===== config.mk =====
export PLATFORM = sky130hd
export DESIGN_NAME = interrupt_source_selector
export DESIGN_NICKNAME = d
export VERILOG_FILES = /design/src/hdl/pin_edge_detect.v /design/src/hdl/interrupt_source_selector.v
export VERILOG_INCLUDE_DIRS = /design/src /design/src/hdl
export SDC_FILE = /design/constraint.sdc
export NUM_CORES = 1
export LEC_CHECK = 0
export BUFFER_PORTS_ARGS = -buffer_cell sky130_fd_sc_hd__buf_2
export CAP_MARGIN = 20
export CORE_MARGIN = 2
export CORE_UTILIZATION = 35
export CTS_BUF_LIST = sky130_fd_sc_hd__clkbuf_4
export CTS_CLUSTER_DIAMETER = 40
export CTS_CLUSTER_SIZE = 25
export DETAILED_ROUTE_END_ITERATION = 8
export PLACE_DENSITY_LB_ADDON = 0.2
export SKIP_CTS_REPAIR_TIMING = 1
export SLEW_MARGIN = 5
export SYNTH_ARGS = -nofsm -noshare
export SYNTH_HDL_FRONTEND = slang
export SYNTH_HIERARCHICAL = 1
export SYNTH_SLANG_ARGS = --single-unit

===== constraint.sdc =====
create_clock -name clk -period 4.5 [get_ports clk]
set_input_delay 0.45 -clock clk [delete_from_list [all_inputs] [get_ports clk]]
set_output_delay 0.45 -clock clk [all_outputs]
set_load 0.01 [all_outputs]

===== src/hdl/irq_selector_defines.vh =====
`ifndef IRQ_SELECTOR_DEFINES_VH
`define IRQ_SELECTOR_DEFINES_VH

// register byte addresses (the full 32-bit address is decoded)
`define ADDR_SELECT_HIGH 32'h019C0000
`define ADDR_SELECT_LOW 32'h019C0004
`define ADDR_EXT_POLARITY 32'h019C0008
`define ADDR_IRQ_STATUS 32'h019C000C
`define ADDR_IRQ_ENABLE 32'h019C0010
`define ADDR_IRQ_CLEAR 32'h019C0014
`define ADDR_GLOBAL_ENABLE 32'h019C0018

// reset values of the selector registers
`define RST_SELECT_LOW 32'h250718A4
`define RST_SELECT_HIGH 32'h08202D43

// field positions inside a selector register
`define FLD0_LSB 0
`define FLD1_LSB 5
`define FLD2_LSB 10
`define FLD3_LSB 16
`define FLD4_LSB 21
`define FLD5_LSB 26
`define SEL_W 5
`define SEL_MASK 32'h7FFF7FFF

// selector codes
`define CODE_NONE 5'h00
`define CODE_TIMER0 5'h01
`define CODE_TIMER1 5'h02
`define CODE_MEMIF 5'h03
`define CODE_GPIO4 5'h04
`define CODE_GPIO5 5'h05
`define CODE_GPIO6 5'h06
`define CODE_GPIO7 5'h07
`define CODE_DMA 5'h08
`define CODE_EMU_XFER 5'h09
`define CODE_EMU_RX 5'h0A
`define CODE_EMU_TX 5'h0B
`define CODE_SER0_TX 5'h0C
`define CODE_SER0_RX 5'h0D
`define CODE_SER1_TX 5'h0E
`define CODE_SER1_RX 5'h0F
`define CODE_GPIO0 5'h10

`define RESP_OKAY 2'h0
`define RESP_SLVERR 2'h2

`endif


===== src/hdl/pin_edge_detect.v =====
`timescale 1ns/1ps
`include "irq_selector_defines.vh"

// synchronises external interrupt pins and pulses on the chosen edge
module pin_edge_detect #(
  parameter N = 4
) (
  input wire clk,
  input wire rst_n,
  input wire [N-1:0] pin,
  input wire [N-1:0] polarity,
  output wire [N-1:0] edge_pulse
);
  genvar i;
  generate
    for (i = 0; i < N; i = i + 1) begin : g_pin
      reg meta_r;
      reg sync_r;
      reg last_r;
      always @(posedge clk or negedge rst_n) begin
        if (!rst_n) begin
          meta_r <= 1'b0;
          sync_r <= 1'b0;
          last_r <= 1'b0;
        end else begin
          meta_r <= pin[i];
          sync_r <= meta_r;
          last_r <= sync_r;
        end
      end
      // polarity 0 rising, 1 falling
      assign edge_pulse[i] = polarity[i] ? (last_r & ~sync_r) : (~last_r & sync_r);
    end
  endgenerate
endmodule // pin_edge_detect


===== src/hdl/interrupt_source_selector.v =====
// The AXI4-Lite interface to the registers was decided locally.
`timescale 1ns/1ps
`include "irq_selector_defines.vh"

module interrupt_source_selector (
  input wire clk,
  input wire rst_n,
  // axi4-lite slave
  input wire [31:0] s_axi_awaddr,
  input wire s_axi_awvalid,
  output reg s_axi_awready,
  input wire [31:0] s_axi_wdata,
  input wire [3:0] s_axi_wstrb,
  input wire s_axi_wvalid,
  output reg s_axi_wready,
  output reg [1:0] s_axi_bresp,
  output reg s_axi_bvalid,
  input wire s_axi_bready,
  input wire [31:0] s_axi_araddr,
  input wire s_axi_arvalid,
  output reg s_axi_arready,
  output reg [31:0] s_axi_rdata,
  output reg [1:0] s_axi_rresp,
  output reg s_axi_rvalid,
  input wire s_axi_rready,
  // event sources, on clk
  input wire timer0_event,
  input wire timer1_event,
  input wire memory_interface_event,
  input wire dma_completion_event,
  input wire emulation_transfer_event,
  input wire emulation_receive_event,
  input wire emulation_transmit_event,
  input wire serial0_transmit_event,
  input wire serial0_receive_event,
  input wire serial1_transmit_event,
  input wire serial1_receive_event,
  input wire gpio_event_0,
  // device pins and core-side levels
  input wire [3:0] external_interrupt_pin,
  input wire nmi_n,
  // core interrupt inputs
  output reg [15:0] core_irq,
  output reg [15:0] core_irq_top,
  output reg irq_out
);
  reg [31:0] interrupt_select_high_r;
  reg [31:0] interrupt_select_low_r;
  reg [3:0] external_interrupt_polarity_r;
  reg global_interrupt_enable_r;
  reg [15:0] status_r;
  reg [15:0] enable_r;
  reg [15:0] status_nxt;
  reg nmi_meta_r;
  reg nmi_sync_r;
  reg rst_seen_r;
  reg [31:0] awaddr_r;
  reg [31:0] wdata_r;
  reg [3:0] wstrb_r;
  reg aw_held_r;
  reg w_held_r;
  reg [15:0] clr_pulse;
  reg [31:0] rd_val;
  reg rd_ok;
  reg wr_ok;
  reg [15:0] line;
  reg [15:0] top_nxt;
  integer k;
  integer m;

  wire [3:0] gpio_edge;
  wire [31:0] wr_merged;
  wire [16:0] src;
  wire do_write;

  // gpio events 4-7 from pin edges
  pin_edge_detect #(.N(4)) u_edges (
    .clk(clk),
    .rst_n(rst_n),
    .pin(external_interrupt_pin),
    .polarity(external_interrupt_polarity_r),
    .edge_pulse(gpio_edge)
  );

  // source vector indexed by selector code; index 0 is the empty source
  assign src = {gpio_event_0, serial1_receive_event, serial1_transmit_event,
                serial0_receive_event, serial0_transmit_event,
                emulation_transmit_event, emulation_receive_event,
                emulation_transfer_event, dma_completion_event,
                gpio_edge, memory_interface_event, timer1_event,
                timer0_event, 1'b0};

  function [4:0] field;
    input [31:0] r;
    input [2:0] n;
    begin
      case (n)
        3'd0: field = r[`FLD0_LSB +: `SEL_W];
        3'd1: field = r[`FLD1_LSB +: `SEL_W];
        3'd2: field = r[`FLD2_LSB +: `SEL_W];
        3'd3: field = r[`FLD3_LSB +: `SEL_W];
        3'd4: field = r[`FLD4_LSB +: `SEL_W];
        default: field = r[`FLD5_LSB +: `SEL_W];
      endcase
    end
  endfunction

  function pick;
    input [16:0] s;
    input [4:0] code;
    begin
      // codes above the last source select nothing
      if (code > `CODE_GPIO0) begin
        pick = 1'b0;
      end else begin
        pick = s[code];
      end
    end
  endfunction

  // nmi pin synchroniser
  always @(posedge clk or negedge rst_n) begin
    if (!rst_n) begin
      nmi_meta_r <= 1'b0;
      nmi_sync_r <= 1'b0;
      rst_seen_r <= 1'b1;
    end else begin
      nmi_meta_r <= ~nmi_n;
      nmi_sync_r <= nmi_meta_r;
      rst_seen_r <= 1'b0;
    end
  end

  // raw lines before the global gate
  always @* begin
    line = 16'h0000;
    line[0] = rst_seen_r;
    line[1] = nmi_sync_r;
    for (k = 0; k < 6; k = k + 1) begin
      line[4 + k] = pick(src, field(interrupt_select_low_r, k[2:0]));
      line[10 + k] = pick(src, field(interrupt_select_high_r, k[2:0]));
    end
  end

  // status: set wins over a same-cycle clear
  always @* begin
    status_nxt = (status_r & ~clr_pulse) | line;
  end

  // highest priority gated pending line
  always @* begin
    top_nxt = 16'h0000;
    for (m = 15; m >= 0; m = m - 1) begin
      if (core_irq_nxt_bit(m)) begin
        top_nxt = 16'h0001 << m;
      end
    end
  end

  function core_irq_nxt_bit;
    input integer b;
    begin
      if (b < 4) begin
        core_irq_nxt_bit = line[b];
      end else begin
        core_irq_nxt_bit = line[b] & global_interrupt_enable_r;
      end
    end
  endfunction

  always @(posedge clk or negedge rst_n) begin
    if (!rst_n) begin
      core_irq <= 16'h0000;
      core_irq_top <= 16'h0000;
      irq_out <= 1'b0;
      status_r <= 16'h0000;
    end else begin
      core_irq <= {line[15:4] & {12{global_interrupt_enable_r}}, 2'b00, line[1:0]};
      core_irq_top <= top_nxt;
      status_r <= status_nxt;
      irq_out <= |(status_nxt & enable_r);
    end
  end

  // axi4-lite write path
  assign do_write = (aw_held_r | (s_axi_awvalid & s_axi_awready))
                  & (w_held_r | (s_axi_wvalid & s_axi_wready)) & ~s_axi_bvalid;
  wire [31:0] cur_awaddr = aw_held_r ? awaddr_r : s_axi_awaddr;
  wire [31:0] cur_wdata = w_held_r ? wdata_r : s_axi_wdata;
  wire [3:0] cur_wstrb = w_held_r ? wstrb_r : s_axi_wstrb;

  function [31:0] merge;
    input [31:0] old;
    input [31:0] d;
    input [3:0] s;
    integer j;
    begin
      for (j = 0; j < 4; j = j + 1) begin
        merge[j*8 +: 8] = s[j] ? d[j*8 +: 8] : old[j*8 +: 8];
      end
    end
  endfunction

  reg [31:0] wr_old;
  always @* begin
    wr_ok = 1'b1;
    wr_old = 32'h00000000;
    clr_pulse = 16'h0000;
    case (cur_awaddr)
      `ADDR_SELECT_HIGH: wr_old = interrupt_select_high_r;
      `ADDR_SELECT_LOW: wr_old = interrupt_select_low_r;
      `ADDR_EXT_POLARITY: wr_old = {28'h0000000, external_interrupt_polarity_r};
      `ADDR_IRQ_ENABLE: wr_old = {16'h0000, enable_r};
      `ADDR_GLOBAL_ENABLE: wr_old = {31'h00000000, global_interrupt_enable_r};
      `ADDR_IRQ_CLEAR: wr_old = 32'h00000000;
      default: wr_ok = 1'b0;
    endcase
    if (do_write && cur_awaddr == `ADDR_IRQ_CLEAR) begin
      clr_pulse = {cur_wstrb[1] ? cur_wdata[15:8] : 8'h00, cur_wstrb[0] ? cur_wdata[7:0] : 8'h00};
    end
  end
  assign wr_merged = merge(wr_old, cur_wdata, cur_wstrb);

  always @(posedge clk or negedge rst_n) begin
    if (!rst_n) begin
      s_axi_awready <= 1'b1;
      s_axi_wready <= 1'b1;
      s_axi_bvalid <= 1'b0;
      s_axi_bresp <= `RESP_OKAY;
      aw_held_r <= 1'b0;
      w_held_r <= 1'b0;
      awaddr_r <= 32'h00000000;
      wdata_r <= 32'h00000000;
      wstrb_r <= 4'h0;
      interrupt_select_high_r <= `RST_SELECT_HIGH;
      interrupt_select_low_r <= `RST_SELECT_LOW;
      external_interrupt_polarity_r <= 4'h0;
      enable_r <= 16'h0000;
      global_interrupt_enable_r <= 1'b0;
    end else begin
      if (s_axi_awvalid && s_axi_awready) begin
        awaddr_r <= s_axi_awaddr;
        aw_held_r <= 1'b1;
        s_axi_awready <= 1'b0;
      end
      if (s_axi_wvalid && s_axi_wready) begin
        wdata_r <= s_axi_wdata;
        wstrb_r <= s_axi_wstrb;
        w_held_r <= 1'b1;
        s_axi_wready <= 1'b0;
      end
      if (do_write) begin
        aw_held_r <= 1'b0;
        w_held_r <= 1'b0;
        s_axi_awready <= 1'b0;
        s_axi_wready <= 1'b0;
        s_axi_bvalid <= 1'b1;
        s_axi_bresp <= wr_ok ? `RESP_OKAY : `RESP_SLVERR;
        case (cur_awaddr)
          `ADDR_SELECT_HIGH: interrupt_select_high_r <= wr_merged & `SEL_MASK;
          `ADDR_SELECT_LOW: interrupt_select_low_r <= wr_merged & `SEL_MASK;
          `ADDR_EXT_POLARITY: external_interrupt_polarity_r <= wr_merged[3:0];
          `ADDR_IRQ_ENABLE: enable_r <= wr_merged[15:0];
          `ADDR_GLOBAL_ENABLE: global_interrupt_enable_r <= wr_merged[0];
          default: ;
        endcase
      end
      if (s_axi_bvalid && s_axi_bready) begin
        s_axi_bvalid <= 1'b0;
        s_axi_awready <= 1'b1;
        s_axi_wready <= 1'b1;
      end
    end
  end

  // axi4-lite read path
  always @* begin
    rd_ok = 1'b1;
    case (s_axi_araddr)
      `ADDR_SELECT_HIGH: rd_val = interrupt_select_high_r;
      `ADDR_SELECT_LOW: rd_val = interrupt_select_low_r;
      `ADDR_EXT_POLARITY: rd_val = {28'h0000000, external_interrupt_polarity_r};
      `ADDR_IRQ_STATUS: rd_val = {16'h0000, status_r};
      `ADDR_IRQ_ENABLE: rd_val = {16'h0000, enable_r};
      `ADDR_IRQ_CLEAR: rd_val = 32'h00000000;
      `ADDR_GLOBAL_ENABLE: rd_val = {31'h00000000, global_interrupt_enable_r};
      default: begin
        rd_val = 32'h00000000;
        rd_ok = 1'b0;
      end
    endcase
  end

  always @(posedge clk or negedge rst_n) begin
    if (!rst_n) begin
      s_axi_arready <= 1'b1;
      s_axi_rvalid <= 1'b0;
      s_axi_rdata <= 32'h00000000;
      s_axi_rresp <= `RESP_OKAY;
    end else begin
      if (s_axi_arvalid && s_axi_arready) begin
        s_axi_arready <= 1'b0;
        s_axi_rvalid <= 1'b1;
        s_axi_rdata <= rd_val;
        s_axi_rresp <= rd_ok ? `RESP_OKAY : `RESP_SLVERR;
      end else if (s_axi_rvalid && s_axi_rready) begin
        s_axi_rvalid <= 1'b0;
        s_axi_arready <= 1'b1;
      end
    end
  end
  // software must enable pins 4-7 as inputs in the gpio block first
endmodule // interrupt_source_selector


==> metrics.md <==
| Metric | Value |
|---|---|
| GP Congestion | `0.930` |
| H-tree Lvls | `2` |
| Worst-path cell chain | `mux2i_1 -> and2_0 -> nand4_1 -> nor2_1 -> nor2_1 -> a21oi_1` |
| Mux share of post-synthesis cell area | `18.1%` |
| Seq/Total Area, Yosys | `46.4%` |
| Chip Width | `200 um` |
| Fin crit share | `78.1%` |
| Post-synthesis async set-or-reset flop share | `100%` |
| Skew final | `89.7 ps` |
| Worst path most repeated cell | `nor2_1` |
| WS Path Type | `reg2reg` |
| Post-Synth Adder-Cell Area | `0%` |
| Register bit count reported by yosys | `247` |
| Status | `finished, final reports clean` |
| Synth Area in Simple Gates | `15.6%` |
| Clock Latency Late Sink | `810 ps` |
| Leakage | `6.95 nW` |
| Vias in the first global route | `10,400` |
| RSZ-0062 raised after global routing | `no` |
| Vias/cell | `5.47` |
| # clock sinks | `247` |
| Detailed Routing Iterations Pass 1 | `6` |
| I/O pin count | `198` |
| CP Data Required Time | `5150 ps` |
| Largest net degree at the start of global routing | `109` |
| Setup TNS | `0 ps` |
| Max Cap Viol | `0` |
| Final Power | `5.99 mW` |
| Clock period minus worst slack | `3510 ps` |
| Die Y | `200 um` |
| Routed len/inst | `20.6 um` |
| DRC viols | `0` |
| Share of cells above drive strength 1 | `30.9%` |
| Post-Syn Area per Cell | `10.4 um2` |
| Crit path capture type | `flip-flop` |
| Worst-margin pin slew | `1150 ps` |
| Worst-path fanout max | `17` |
| Critical Path AT | `4160 ps` |
| Compound-gate portion of the synthesized area | `15.7%` |
| Clock Pin Slew Worst Setup and Hold Paths | `100 ps` |
| First-pass GRT wire length | `63,700 um` |
| Synthesis-to-finish area growth | `21.3%` |
| GRT overflow | `0` |
| PD cells | `369 nW/um2` |
| CTS root buf | `clkbuf_4` |
| Hold Crit Class | `in2reg` |
| CTS tree | `built` |
| Rel. slew slack | `23.1%` |
| Max-slew violations | `0` |
| CP Launch Type | `flip-flop` |
| 1st-iter DRT viols | `1,022` |
| Via count | `11,300` |
| Port bufs | `189` |
| Distinct cell type count after synthesis | `84` |
| Starting Density | `35.5%` |
| Number of nets in the layout | `1,644` |
| Highest-delay cell along the critical path | `nor2_1` |
| Worst VDD drop | `0.291 mV` |
| Max incr delay on CP | `870 ps` |
| Row count | `71` |
| Fin. Hold Viols | `0` |
| Peak Freq | `285 MHz` |
| Placeable Area | `37,700 um2` |
| Die ar. | `39,800 um2` |
| Primary FF master, synth | `dfrtp_1` |
| Initial antenna violation count | `3` |
| Clock Path Buffers | `3` |
| Synth Area in XOR/XNOR | `0.0655%` |
| Largest family of logic cells by synthesized area | `multiplexers` |
| CTS buffer count | `43` |
| Antenna Nets Post-Route | `0` |
| Number of synthesized flops with an enable pin | `0` |
| Netlist Area Pre-Place | `13,400 um2` |
| # setup viols final | `0` |
| Routed WL | `42,500 um` |
| Total track usage | `21.2%` |
| Synth warn | `6` |
| HPWL after DPL | `30,500 um` |
| Cells after Synth | `1,284` |
==> final cells by class <==
| cell class | instances | area, um2 |
|---|---|---|
| fill | 3687 | 21400 |
| multi-input combinational | 911 | 6640 |
| tap | 511 | 639 |
| clock buffer | 48 | 360 |
| antenna | 2 | 5.00 |
| inverter | 24 | 90.1 |
| sequential | 247 | 6210 |
| timing repair buffer | 293 | 1940 |
| clock inverter | 32 | 340 |
==> cells in the final DEF, fill, tap and decap left out, types with 11 or more instances in the layout <==
cell,n
dfrtp_1,222
buf_2,188
buf_4,25
a31oi_1,11
mux4_2,28
mux2i_1,57
a22oi_1,20
nand2_1,141
dlygate4sd3_1,78
nand3_1,16
a21o_1,13
nor2_1,69
nand2b_1,25
nand4_1,16
clkbuf_4,48
a32o_1,13
o21ai_0,103
mux2_2,108
a21oi_1,44
nor4_1,21
a221oi_1,12
o31ai_1,14
a222oi_1,12
nor3_1,19
nor2b_1,31
dfstp_2,24
inv_1,24
==> metrics by stage <==
stage / utilization [%] / hold WS [ps] / std cells / setup slack, ps / cell area [um2]
floorplan: - / 154 / 1291 / 1800 / 13400
global placement: 39.1 / 334 / 1907 / 1100 / 14700
detailed placement: 39.1 / 337 / 1907 / 1040 / 14700
CTS: 41.0 / -284 / 1987 / 952 / 15400
global route: 43.1 / 6.54 / 2068 / 510 / 16200
finish: 43.1 / 24.0 / 2068 / 987 / 16200
==> metal layers <==
| metal | share of wire [%] | wire, um | track usage [%] | up-vias |
|---|---|---|---|---|
| met5 | 0 | 0 | 0 | - |
| met4 | 2.8 | 1200 | 7.63 | 0 |
| met3 | 6.8 | 2910 | 3.65 | 66 |
| met2 | 46 | 19500 | 32.8 | 424 |
| met1 | 44 | 18900 | 29.8 | 5579 |
| li1 | - | - | - | 5236 |
==> power breakdown <==
group	total (mW)	switching, mW	internal (mW)
Sequential	2.77	0.205	2.57
Combinational	1.35	0.672	0.674
Clock	1.87	1.01	0.863
Total	5.99	1.88	4.10
==> Yosys cell counts (all sizes together) (14+ instances only) <==
master	instances	area share [%]
buf	24	1.1
nand4	18	0.94
mux4	28	4.7
clkbuf	85	2.4
o31ai	14	0.79
nor2b	32	1.5
nand2	142	4.0
nor4	22	1.1
inv	24	0.67
a21oi	46	1.8
mux2	108	9.1
o21ai	105	3.9
dfrtp	223	42
nand2b	25	1.2
dfstp	24	4.7
nor3	20	0.79
nor2	69	1.9
nand3	16	0.60
a22oi	20	1.1
mux2i	57	4.3
==> logic make-up (layout without fill, tap and decap cells) <==
kind of cell | after synthesis | count (layout)
other cells | 1 | 10
xor+xnor | 1 | 1
mux | 193 | 193
compound gates | 305 | 305
flops | 247 | 247
buf+inv | 133 | 397
simple gates | 404 | 404
==> worst paths after layout <==
path	slack, ps	from	cells past startpoint	endpoint
min in group asynchronous	310	rst_n	2	nmi_meta_r
worst max-delay path	990	aw_held_r	6	interrupt_select_low_r[19]
worst min register to register	350	nmi_meta_r	0	nmi_sync_r
worst min-delay path	20	s_axi_awaddr[3]	2	awaddr_r[3]
max in group asynchronous	2960	rst_n	3	field.r[12]
worst max register to register	990	aw_held_r	6	interrupt_select_low_r[19]
==> state kept, by name (all words and copies together) (netlist names), 4 cells and up <==
| signal | count |
|---|---|
| awaddr_r | 32 |
| s_axi_rdata | 31 |
| wdata_r | 31 |
| field.r | 30 |
| interrupt_select_low_r | 30 |
| enable_r | 16 |
| status_r | 16 |
| core_irq | 14 |
| core_irq_top | 13 |
| external_interrupt_polarity_r | 4 |
| u_edges/g_pin.last_r | 4 |
| u_edges/g_pin.meta_r | 4 |
| u_edges/g_pin.sync_r | 4 |
| wstrb_r | 4 |
==> worst max-delay path: cells and delay by family, from the launching register on <==
family | cells | cell delay, ps
simple gates | 4 | 1810
flops | 1 | 760
compound gates | 1 | 180
mux | 1 | 660
(Power assumes the default switching activity.)
